## src/cpu_core_pkg.sv

```systemverilog
// Purpose: shared constants and types of the instruction execution core
// Assumes: program memory presents three bytes at the fetch address
// Notes: opcode groups are decoded by high nibble where the map allows
`default_nettype none
package cpu_core_pkg;
  // reset values
  localparam logic [7:0] RST_BYTE = 8'h00;
  localparam logic [7:0] RST_SP = 8'h07;
  // special function register addresses
  localparam logic [7:0] SFR_SP = 8'h81;
  localparam logic [7:0] SFR_DPL = 8'h82;
  localparam logic [7:0] SFR_DPH = 8'h83;
  localparam logic [7:0] SFR_PSW = 8'hd0;
  localparam logic [7:0] SFR_ACC = 8'he0;
  localparam logic [7:0] SFR_B = 8'hf0;
  // status word bit positions
  localparam int PSW_CY = 7;
  localparam int PSW_AC = 6;
  localparam int PSW_RS1 = 4;
  localparam int PSW_RS0 = 3;
  localparam int PSW_OV = 2;
  localparam int PSW_P = 0;
  // opcode groups by high nibble, operand form by low nibble
  localparam logic [3:0] OPH_ADD = 4'h2;
  localparam logic [3:0] OPH_ADDC = 4'h3;
  localparam logic [3:0] OPH_SUBB = 4'h9;
  localparam logic [3:0] OPH_LD_A = 4'he;
  localparam logic [3:0] OPH_ST_A = 4'hf;
  localparam logic [3:0] OPH_LD_DIR = 4'ha;
  localparam logic [3:0] OPH_LD_IMM = 4'h7;
  localparam logic [3:0] OPH_ST_DIR = 4'h8;
  localparam logic [3:0] LO_IMM = 4'h4;
  localparam logic [3:0] LO_DIR = 4'h5;
  localparam logic [3:0] LO_IND = 4'h6;
  // single opcodes
  localparam logic [7:0] OP_INC_A = 8'h04;
  localparam logic [7:0] OP_CLR_A = 8'he4;
  localparam logic [7:0] OP_MOV_A_IMM = 8'h74;
  localparam logic [7:0] OP_MOV_D_A = 8'hf5;
  localparam logic [7:0] OP_MOV_D_IMM = 8'h75;
  localparam logic [7:0] OP_MOV_D_D = 8'h85;
  localparam logic [7:0] OP_MOV_PTR_IMM = 8'h90;
  localparam logic [7:0] OP_INC_PTR = 8'ha3;
  localparam logic [7:0] OP_DA = 8'hd4;
  localparam logic [7:0] OP_MUL = 8'ha4;
  localparam logic [7:0] OP_MOVX_RD = 8'he0;
  localparam logic [7:0] OP_MOVX_WR = 8'hf0;
  localparam logic [7:0] OP_MOVC_PTR = 8'h93;
  localparam logic [7:0] OP_MOVC_PC = 8'h83;
  localparam logic [7:0] OP_SJMP = 8'h80;
  localparam logic [7:0] OP_JZ = 8'h60;
  localparam logic [7:0] OP_JNZ = 8'h70;
  localparam logic [7:0] OP_JC = 8'h40;
  localparam logic [7:0] OP_JNC = 8'h50;
  localparam logic [7:0] OP_LJMP = 8'h02;
  // cycle counts and decimal adjust constants
  localparam logic [3:0] CYC_ONE = 4'h1;
  localparam logic [3:0] CYC_TWO = 4'h2;
  localparam logic [3:0] CYC_MUL = 4'h4;
  localparam logic [3:0] MOVX_BASE_CYC = 4'h2;
  localparam logic [7:0] DA_LO = 8'h06;
  localparam logic [7:0] DA_HI = 8'h60;
  localparam logic [3:0] BCD_MAX = 4'h9;

  typedef struct packed {
    logic cy;
    logic ac;
    logic ov;
  } flags_t;
  typedef enum logic [1:0] {ALU_ADD, ALU_SUB, ALU_DA} alu_op_t;
  typedef enum logic [1:0] {ST_EXEC = 2'b00, ST_WAIT = 2'b01} state_t;
  typedef enum logic [1:0] {
    PEND_NONE = 2'b00, PEND_XRD = 2'b01, PEND_XWR = 2'b11, PEND_TBL = 2'b10
  } pend_t;

  // instruction length in bytes from the opcode alone
  function automatic logic [1:0] insn_len(input logic [7:0] op);
    logic [3:0] hi;
    logic [3:0] lo;
    hi = op[7:4];
    lo = op[3:0];
    insn_len = 2'd1;
    case (op) inside
      8'h02, 8'h10, 8'h12, 8'h20, 8'h30, 8'h43, 8'h53, 8'h63, 8'h75,
      8'h85, 8'h90, [8'hb4:8'hbf], 8'hd5: insn_len = 2'd3;
      8'h40, 8'h50, 8'h60, 8'h70, 8'h80, 8'ha0, 8'hb0, 8'hc0, 8'hd0,
      8'h42, 8'h52, 8'h62, 8'h72, 8'h82, 8'h92, 8'ha2, 8'hb2, 8'hc2,
      8'hd2, 8'h24, 8'h34, 8'h44, 8'h54, 8'h64, 8'h74, 8'h94, 8'h05,
      8'h15, 8'h25, 8'h35, 8'h45, 8'h55, 8'h65, 8'h95, 8'hc5, 8'he5,
      8'hf5, [8'h76:8'h7f], [8'h86:8'h8f], [8'ha6:8'haf],
      [8'hd8:8'hdf]: insn_len = 2'd2;
      // every x1 opcode is an absolute jump or call with one address byte
      default: insn_len = (lo == 4'h1 && hi <= 4'hf) ? 2'd2 : 2'd1;
    endcase
  endfunction
endpackage
`default_nettype wire

```

## src/alu_unit.sv

```systemverilog
// Purpose: add, subtract with borrow and decimal adjust with flags
// Assumes: purely combinational, driven by the core's decode
// Notes: overflow is left as given for decimal adjust
`default_nettype none
module alu_unit (
  // operation and operands
  input wire cpu_core_pkg::alu_op_t op,
  input wire logic [7:0] a,
  input wire logic [7:0] b,
  input wire logic cin,
  input wire cpu_core_pkg::flags_t fin,
  // result
  output logic [7:0] res,
  output cpu_core_pkg::flags_t fout
);
  logic [8:0] full;
  logic [4:0] half;
  logic [8:0] step;

  always_comb begin
    fout = fin;
    full = 9'h000;
    half = 5'h00;
    step = 9'h000;
    res = a;
    case (op)
      cpu_core_pkg::ALU_ADD: begin
        full = {1'b0, a} + {1'b0, b} + {8'h00, cin};
        half = {1'b0, a[3:0]} + {1'b0, b[3:0]} + {4'h0, cin};
        res = full[7:0];
        fout.cy = full[8];
        fout.ac = half[4];
        fout.ov = (a[7] == b[7]) && (full[7] != a[7]);
      end
      cpu_core_pkg::ALU_SUB: begin
        full = {1'b0, a} - {1'b0, b} - {8'h00, cin};
        half = {1'b0, a[3:0]} - {1'b0, b[3:0]} - {4'h0, cin};
        res = full[7:0];
        fout.cy = full[8];
        fout.ac = half[4];
        fout.ov = (a[7] != b[7]) && (full[7] != a[7]);
      end
      cpu_core_pkg::ALU_DA: begin
        step = {1'b0, a};
        if (a[3:0] > cpu_core_pkg::BCD_MAX || fin.ac) begin
          step = {1'b0, a} + {1'b0, cpu_core_pkg::DA_LO};
          fout.ac = 1'b1;
        end
        // carry out of the low step also forces the high correction
        if (step[7:4] > cpu_core_pkg::BCD_MAX || fin.cy || step[8]) begin
          full = {1'b0, step[7:0]} + {1'b0, cpu_core_pkg::DA_HI};
        end else begin
          full = {1'b0, step[7:0]};
        end
        res = full[7:0];
        fout.cy = fin.cy | step[8] | full[8];
      end
      default: res = a;
    endcase
  end
endmodule
`default_nettype wire

```

## src/cpu_core.sv

```systemverilog
// Purpose: fetch, decode and execute core for a byte-coded instruction set
// Assumes: code_byte0..2 show program bytes at code_addr..code_addr+2
// Notes: effects commit in the first cycle, later cycles only stall, except external and table accesses, which complete in the last stalled cycle
`default_nettype none
module cpu_core (
  // clock and reset
  input wire logic clk,
  input wire logic sys_rst,
  // program memory fetch window
  output logic [15:0] code_addr,
  input wire logic [7:0] code_byte0,
  input wire logic [7:0] code_byte1,
  input wire logic [7:0] code_byte2,
  // table lookup read of program memory
  output logic [15:0] tbl_addr,
  input wire logic [7:0] tbl_data,
  // external data memory
  output logic [15:0] xd_addr,
  output logic [7:0] xd_wdata,
  output logic xd_we,
  output logic xd_re,
  input wire logic [7:0] xd_rdata,
  input wire logic [2:0] external_access_timing_field,
  // status
  output logic insn_start,
  output logic [7:0] acc_value,
  output logic [7:0] psw_value
);
  logic [7:0] iram [0:255];
  cpu_core_pkg::state_t state_q, state_d;
  cpu_core_pkg::pend_t pend_q, pend_d;
  logic [15:0] pc_q, pc_d, data_pointer_pair_q, data_pointer_pair_d, tbl_q, tbl_d, nxt_pc;
  logic [7:0] acc_q, acc_d, b_q, b_d, sp_q, sp_d;
  logic [1:0] rs_q, rs_d;
  cpu_core_pkg::flags_t fl_q, fl_d, alu_fl;
  logic [3:0] cnt_q, cnt_d, cyc;
  logic mw_en, mw_dir;
  logic [7:0] mw_addr, mw_val, ab, alu_res, op, b1, b2;
  logic [15:0] prod, rel_ext;
  cpu_core_pkg::alu_op_t aop;
  logic acin;

  assign op = code_byte0;
  assign b1 = code_byte1;
  assign b2 = code_byte2;
  assign rel_ext = {{8{b1[7]}}, b1};
  assign prod = {8'h00, acc_q} * {8'h00, b_q};

  function automatic logic [7:0] reg_addr(input logic [2:0] n);
    reg_addr = {3'h0, rs_q, n};
  endfunction

  // low nibble 6/7 is @R0/@R1, 8..f is R0..R7
  function automatic logic [7:0] ind_tgt(input logic [3:0] lo);
    ind_tgt = lo[3] ? reg_addr(lo[2:0]) : iram[reg_addr({2'b00, lo[0]})];
  endfunction

  function automatic logic [7:0] psw_word();
    psw_word = {fl_q.cy, fl_q.ac, 1'b0, rs_q, fl_q.ov, 1'b0, ^acc_q};
  endfunction

  // unmodelled special registers read as zero
  function automatic logic [7:0] rd_dir(input logic [7:0] a);
    case (a)
      cpu_core_pkg::SFR_ACC: rd_dir = acc_q;
      cpu_core_pkg::SFR_B: rd_dir = b_q;
      cpu_core_pkg::SFR_SP: rd_dir = sp_q;
      cpu_core_pkg::SFR_DPL: rd_dir = data_pointer_pair_q[7:0];
      cpu_core_pkg::SFR_DPH: rd_dir = data_pointer_pair_q[15:8];
      cpu_core_pkg::SFR_PSW: rd_dir = psw_word();
      default: rd_dir = a[7] ? 8'h00 : iram[a];
    endcase
  endfunction

  function automatic logic [7:0] src_val(input logic [3:0] lo);
    if (lo == cpu_core_pkg::LO_IMM) begin
      src_val = b1;
    end else if (lo == cpu_core_pkg::LO_DIR) begin
      src_val = rd_dir(b1);
    end else begin
      src_val = iram[ind_tgt(lo)];
    end
  endfunction

  alu_unit u_alu (
    .op(aop),
    .a(acc_q),
    .b(ab),
    .cin(acin),
    .fin(fl_q),
    .res(alu_res),
    .fout(alu_fl)
  );

  always_comb begin
    state_d = state_q;
    pend_d = pend_q;
    pc_d = pc_q;
    data_pointer_pair_d = data_pointer_pair_q;
    tbl_d = tbl_q;
    acc_d = acc_q;
    b_d = b_q;
    sp_d = sp_q;
    rs_d = rs_q;
    fl_d = fl_q;
    cnt_d = cnt_q;
    mw_en = 1'b0;
    mw_dir = 1'b1;
    mw_addr = b1;
    mw_val = acc_q;
    aop = cpu_core_pkg::ALU_ADD;
    ab = src_val(op[3:0]);
    acin = 1'b0;
    xd_we = 1'b0;
    xd_re = 1'b0;
    cyc = cpu_core_pkg::CYC_ONE;
    nxt_pc = pc_q + {14'h0000, cpu_core_pkg::insn_len(op)};
    if (state_q == cpu_core_pkg::ST_EXEC) begin
      pc_d = nxt_pc;
      pend_d = cpu_core_pkg::PEND_NONE;
      if (op[3:0] >= cpu_core_pkg::LO_IMM &&
          (op[7:4] == cpu_core_pkg::OPH_ADD ||
           op[7:4] == cpu_core_pkg::OPH_ADDC ||
           op[7:4] == cpu_core_pkg::OPH_SUBB)) begin
        if (op[7:4] == cpu_core_pkg::OPH_SUBB) begin
          aop = cpu_core_pkg::ALU_SUB;
        end
        acin = (op[7:4] != cpu_core_pkg::OPH_ADD) && fl_q.cy;
        acc_d = alu_res;
        fl_d = alu_fl;
      end else if (op[7:4] == cpu_core_pkg::OPH_LD_A &&
                   op[3:0] >= cpu_core_pkg::LO_DIR) begin
        acc_d = ab;
      end else if (op[7:4] == cpu_core_pkg::OPH_ST_A &&
                   op[3:0] >= cpu_core_pkg::LO_IND) begin
        mw_en = 1'b1;
        mw_dir = 1'b0;
        mw_addr = ind_tgt(op[3:0]);
      end else if (op[7:4] == cpu_core_pkg::OPH_LD_DIR &&
                   op[3:0] >= cpu_core_pkg::LO_IND) begin
        mw_en = 1'b1;
        mw_dir = 1'b0;
        mw_addr = ind_tgt(op[3:0]);
        mw_val = rd_dir(b1);
        cyc = cpu_core_pkg::CYC_TWO;
      end else if (op[7:4] == cpu_core_pkg::OPH_LD_IMM &&
                   op[3:0] >= cpu_core_pkg::LO_IND) begin
        mw_en = 1'b1;
        mw_dir = 1'b0;
        mw_addr = ind_tgt(op[3:0]);
        mw_val = b1;
      end else if (op[7:4] == cpu_core_pkg::OPH_ST_DIR &&
                   op[3:0] >= cpu_core_pkg::LO_IND) begin
        mw_en = 1'b1;
        mw_val = ab;
        cyc = cpu_core_pkg::CYC_TWO;
      end else begin
        case (op)
          cpu_core_pkg::OP_INC_A: acc_d = acc_q + 8'h01;
          cpu_core_pkg::OP_CLR_A: acc_d = 8'h00;
          cpu_core_pkg::OP_MOV_A_IMM: acc_d = b1;
          cpu_core_pkg::OP_MOV_D_A: mw_en = 1'b1;
          cpu_core_pkg::OP_MOV_D_IMM: begin
            mw_en = 1'b1;
            mw_val = b2;
            cyc = cpu_core_pkg::CYC_TWO;
          end
          cpu_core_pkg::OP_MOV_D_D: begin
            mw_en = 1'b1;
            mw_addr = b2;
            mw_val = rd_dir(b1);
            cyc = cpu_core_pkg::CYC_TWO;
          end
          cpu_core_pkg::OP_MOV_PTR_IMM: begin
            data_pointer_pair_d = {b1, b2};
            cyc = cpu_core_pkg::CYC_TWO;
          end
          cpu_core_pkg::OP_INC_PTR: begin
            data_pointer_pair_d = data_pointer_pair_q + 16'h0001;
            cyc = cpu_core_pkg::CYC_TWO;
          end
          cpu_core_pkg::OP_DA: begin
            aop = cpu_core_pkg::ALU_DA;
            acc_d = alu_res;
            fl_d.cy = alu_fl.cy;
            fl_d.ac = alu_fl.ac;
          end
          cpu_core_pkg::OP_MUL: begin
            acc_d = prod[7:0];
            b_d = prod[15:8];
            fl_d.cy = 1'b0;
            fl_d.ov = |prod[15:8];
            cyc = cpu_core_pkg::CYC_MUL;
          end
          cpu_core_pkg::OP_MOVX_RD, cpu_core_pkg::OP_MOVX_WR: begin
            pend_d = (op == cpu_core_pkg::OP_MOVX_RD) ?
                     cpu_core_pkg::PEND_XRD : cpu_core_pkg::PEND_XWR;
            cyc = cpu_core_pkg::MOVX_BASE_CYC +
                  {1'b0, external_access_timing_field};
          end
          cpu_core_pkg::OP_MOVC_PTR, cpu_core_pkg::OP_MOVC_PC: begin
            tbl_d = {8'h00, acc_q} +
                    ((op == cpu_core_pkg::OP_MOVC_PC) ? nxt_pc : data_pointer_pair_q);
            pend_d = cpu_core_pkg::PEND_TBL;
            cyc = cpu_core_pkg::CYC_TWO;
          end
          cpu_core_pkg::OP_SJMP, cpu_core_pkg::OP_JZ, cpu_core_pkg::OP_JNZ,
          cpu_core_pkg::OP_JC, cpu_core_pkg::OP_JNC: begin
            cyc = cpu_core_pkg::CYC_TWO;
            if (op == cpu_core_pkg::OP_SJMP ||
                (op == cpu_core_pkg::OP_JZ && acc_q == 8'h00) ||
                (op == cpu_core_pkg::OP_JNZ && acc_q != 8'h00) ||
                (op == cpu_core_pkg::OP_JC && fl_q.cy) ||
                (op == cpu_core_pkg::OP_JNC && !fl_q.cy)) begin
              pc_d = nxt_pc + rel_ext;
            end
          end
          cpu_core_pkg::OP_LJMP: begin
            pc_d = {b1, b2};
            cyc = cpu_core_pkg::CYC_TWO;
          end
          default: pc_d = nxt_pc;
        endcase
      end
      if (cyc > cpu_core_pkg::CYC_ONE) begin
        state_d = cpu_core_pkg::ST_WAIT;
        cnt_d = cyc - cpu_core_pkg::CYC_ONE;
      end
    end else begin
      cnt_d = cnt_q - 4'h1;
      // the partner answers in the last stalled cycle
      if (cnt_q == 4'h1) begin
        state_d = cpu_core_pkg::ST_EXEC;
        case (pend_q)
          cpu_core_pkg::PEND_XRD: begin
            xd_re = 1'b1;
            acc_d = xd_rdata;
          end
          cpu_core_pkg::PEND_XWR: xd_we = 1'b1;
          cpu_core_pkg::PEND_TBL: acc_d = tbl_data;
          default: acc_d = acc_q;
        endcase
      end
    end
    if (mw_en && mw_dir && mw_addr[7]) begin
      case (mw_addr)
        cpu_core_pkg::SFR_ACC: acc_d = mw_val;
        cpu_core_pkg::SFR_B: b_d = mw_val;
        cpu_core_pkg::SFR_SP: sp_d = mw_val;
        cpu_core_pkg::SFR_DPL: data_pointer_pair_d[7:0] = mw_val;
        cpu_core_pkg::SFR_DPH: data_pointer_pair_d[15:8] = mw_val;
        cpu_core_pkg::SFR_PSW: begin
          fl_d.cy = mw_val[cpu_core_pkg::PSW_CY];
          fl_d.ac = mw_val[cpu_core_pkg::PSW_AC];
          fl_d.ov = mw_val[cpu_core_pkg::PSW_OV];
          rs_d = {mw_val[cpu_core_pkg::PSW_RS1], mw_val[cpu_core_pkg::PSW_RS0]};
        end
        default: acc_d = acc_d;
      endcase
    end
  end

  always_ff @(posedge clk) begin
    if (sys_rst) begin
      state_q <= cpu_core_pkg::ST_EXEC;
      pend_q <= cpu_core_pkg::PEND_NONE;
      pc_q <= 16'h0000;
      data_pointer_pair_q <= 16'h0000;
      tbl_q <= 16'h0000;
      acc_q <= cpu_core_pkg::RST_BYTE;
      b_q <= cpu_core_pkg::RST_BYTE;
      sp_q <= cpu_core_pkg::RST_SP;
      rs_q <= 2'b00;
      fl_q <= '0;
      cnt_q <= 4'h0;
    end else begin
      state_q <= state_d;
      pend_q <= pend_d;
      pc_q <= pc_d;
      data_pointer_pair_q <= data_pointer_pair_d;
      tbl_q <= tbl_d;
      acc_q <= acc_d;
      b_q <= b_d;
      sp_q <= sp_d;
      rs_q <= rs_d;
      fl_q <= fl_d;
      cnt_q <= cnt_d;
    end
  end

  // data memory holds no reset; software initialises it
  always_ff @(posedge clk) begin
    if (!sys_rst && mw_en && !(mw_dir && mw_addr[7])) begin
      iram[mw_addr] <= mw_val;
    end
  end

  assign code_addr = pc_q;
  assign tbl_addr = tbl_q;
  assign xd_addr = data_pointer_pair_q;
  assign xd_wdata = acc_q;
  assign insn_start = (state_q == cpu_core_pkg::ST_EXEC);
  assign acc_value = acc_q;
  assign psw_value = psw_word();
endmodule
`default_nettype wire

```

## config.mk

```make
export PLATFORM = sky130hd
export DESIGN_NAME = cpu_core
export DESIGN_NICKNAME = d
export VERILOG_FILES = /design/src/cpu_core_pkg.sv /design/src/alu_unit.sv /design/src/cpu_core.sv
export SDC_FILE = /design/constraint.sdc
export NUM_CORES = 2
export LEC_CHECK = 0
export ABC_AREA = 1
export BUFFER_PORTS_ARGS = -buffer_cell sky130_fd_sc_hd__buf_2
export CAP_MARGIN = 20
export CORE_UTILIZATION = 40
export CTS_BUF_LIST = sky130_fd_sc_hd__clkbuf_4
export CTS_CLUSTER_DIAMETER = 40
export CTS_CLUSTER_SIZE = 8
export DETAILED_ROUTE_END_ITERATION = 10
export HOLD_SLACK_MARGIN = 0.1
export SKIP_CTS_REPAIR_TIMING = 1
export SYNTH_ARGS = -nofsm -noshare
export SYNTH_HDL_FRONTEND = slang
export SYNTH_SLANG_ARGS = --single-unit
```

## constraint.sdc

```tcl
create_clock -name clk -period 6.2 [get_ports clk]
set_input_delay 0.31 -clock clk [delete_from_list [all_inputs] [get_ports clk]]
set_output_delay 0.31 -clock clk [all_outputs]
set_load 0.03 [all_outputs]
```

==> run_results.csv <==
group,metric,value,unit
drt,via_per_inst,5.89,
layout,fillers,25100,
pwr,total_power,32.6,mW
run,max_cap_violations,0,
synthesis,ys_seq_elements,2132,
timing,fin_crit,6160,ps
timing,maxSlewHeadroom,0.239,
worst_setup_path,crit_path_max_fanout,8,
synthesis,synth_edf_count,2048,
synthesis,synth_top_area_share,0.573,
synthesis,avgSynthCellArea,9.56,um^2
timing,timing.final.max_slew_violations,0,
layout,regArea,0.0632,mm^2
timing,hold_ws,73.3,ps
cts,cts.sink_count,2132,
drt,wl,429000,um
status,outcome,"completed",
timing,tns,0,ps
global_routing,grt_usage,0.306,
drt,drt_pass1_iterations,7,
global_routing,grt_pass1_wl,609000,um
worst_setup_path,crit_required,7520,ps
timing,finalSetupViolations,0,
synthesis,ys.flop_type,"edfxtp_1",
drt,drc,0,
layout,drive_gt1_frac,0.151,
worst_setup_path,cp-end-kind,"register",
cts,insertion_delay,1430,ps
timing,rsz0062_at_grt,"true",
worst_setup_path,cp_slowest_cell,"fa_1",
place,dpl.hpwl,288000,um
pwr,leakagePower,49.3,nW
die,rows,189,
drt,wl_per_cell,27.4,um
drt,drtIter0Drc,12600,
die,fp.dieW,520,um
place,port_buffers,117,
layout,fin_nets,12100,
place,dp.cells,14900,
worst_setup_path,ff2ff_setup_slack,40,ps
synthesis,synth.most_common_cell,"nand2_1",
worst_setup_path,crit_top_cell,"nand2_1",
layout,syn_to_final_growth,15.5,%
die,core,0.266,mm^2
worst_setup_path,crit_arrival,7480,ps
cts,cts.htree.levels,5,
synthesis,ys_seq_area_frac,0.589,
synthesis,synth_common_cells,"nand2_1 (2108), edfxtp_1 (2048), nand3_1 (1689), inv_1 (1457), nor2_1 (773)",
worst_setup_path,start_kind,"register",
layout,multi_input_area,0.0356,mm^2
hold_path,hp-class,"primary input to register",
drt,vias,92300,
global_routing,grt_max_degree,96,
cts,cts-root-buf,"clkbuf_4",
synthesis,synthCells,11200,
timing,tightest_slew,1130,ps
die,die_area,0.270,mm^2
place,gp_congestion,1.01,
synthesis,syn_area,0.107,mm^2
synthesis,yosys_warnings,0,
layout,fin_cells,15700,
synthesis,synthTopCellsByArea,"edfxtp_1 (57%), nand3_1 (7.9%), nand2_1 (7.4%)",
timing,hold_viol,0,
global_routing,grt.overflow.total,0,
cts,cts_buffers,377,
cts,cts_tree,"built",
timing,fmax,162,MHz
die,ios,120,
die,die_y,520,um
drt,antenna_left,0,
global_routing,antenna_found_initial,24,
synthesis,async_reset_ff_frac,0,
worst_setup_path,cp_slowest_stage_delay,450,ps
cts,cts_buffer_depth,4,
die,initial_core_util,0.403,
synthesis,synth.distinct_cells,67,
timing,worst_slack,39.9,ps
global_routing,grt_pass1_vias,87100,
worst_setup_path,critical_path_class,"register to register",
cts,clk_pin_slew,100,ps
timing,final.period_utilization,0.994,
place,post-place-ws,-593,ps
synthesis,yosysTopAreaCell,"edfxtp_1",
pwr,ir_worst_vdd,129,uV
pwr,powerDensity,263,mW/mm^2
timing,finClkSkew,227,ps
## through the flow
stage               utilization  instance area (um^2)
floorplan                     -                107000
global placement          0.438                116000
detailed placement        0.438                116000
CTS                       0.456                121000
global route              0.466                124000
finish                    0.466                124000
## cell usage in the layout (no fill, tap or decap), types with 15 or more instances in the layout
cell type and n:
nor2_1 764, fa_1 42, diode_2 17, nand2_2 39, nand4_1 221, nand3_2 62
o221ai_1 20, o21ai_0 527, dlygate4sd3_1 63, buf_4 696, o211ai_1 337, nand3_1 1620
inv_1 1447, clkinv_2 40, o21ai_1 22, clkinvlp_4 16, buf_12 106, xor2_1 37
clkbuf_16 17, clkbuf_4 431, o22ai_1 252, a22oi_1 132, bufinv_16 34, dfxtp_1 83
inv_2 45, clkinv_4 15, a21oi_1 210, nor2_2 60, buf_2 116, clkinv_1 55
buf_6 42, a31oi_1 35, ha_1 102, nor3_1 31, nand2_1 2072, o2111ai_1 49
edfxtp_1 2048
## power breakdown
part / internal, mW / switching [mW]
clock network: 4.78 / 5.65
registers: 16.3 / 0.0349
logic: 1.71 / 4.14
total: 22.8 / 9.83
## logic make-up (layout without fill, tap and decap cells)
kind of cell             after synthesis  in the layout  share of synthesized area
adder cells (fa/ha/maj)              147            147                     0.0202
AO/OA/AOI/OAI                       1674           1674                     0.0976
AND/OR/NAND/NOR                     4953           4953                      0.203
XOR/XNOR                              51             51                    0.00417
buffers and inverters               2257           3155                     0.0858
other                                  1             19                  0.0000350
flip-flops                          2132           2132                      0.589
## final timing paths
path,from,endpoint,cells after the start
worst max-delay path,rs_q[0],acc_value[6],42
worst max register to register,rs_q[0],acc_value[6],42
worst min-delay path,code_byte0[4],acc_value[6],12
worst min register to register,sp_q[0],sp_q[0],2
## area by class of cell
class	count	area share
Clock buffer	431	0.0261
Tap cell	3533	0.0357
Inverter	1506	0.0463
Timing Repair Buffer	1057	0.0798
Sequential cell	2132	0.510
Clock inverter	161	0.0137
Antenna cell	17	0.000344
Multi-Input combinational cell	6827	0.288
## flip-flops by register name, summed over array words and instances, names as in the netlist
register and count:
psw_value 3, tbl_addr 16, state_q 1, b_q 8, code_addr 16, pend_q 2
iram 2048, xd_addr 16, acc_value 8, sp_q 8, cnt_q 4, rs_q 2
## metal layers
layer / wire, um / global-route usage / vias up
li1: - / - / 40400
met1: 169000 / 0.415 / 44500
met2: 187000 / 0.464 / 6064
met3: 48500 / 0.0633 / 1267
met4: 24900 / 0.152 / 28
met5: 220 / 0 / -
## critical path, delay by kind of cell (launching register included)
kind / cells / cell delay (ps)
DFF: 1 / 350
AOI/OAI and AO/OA: 7 / 1060
and+or+nand+nor: 24 / 2480
buffers and inverters: 8 / 1070
adders and majority gates: 3 / 1020
No activity file was read; power rests on OpenSTA's default activity.
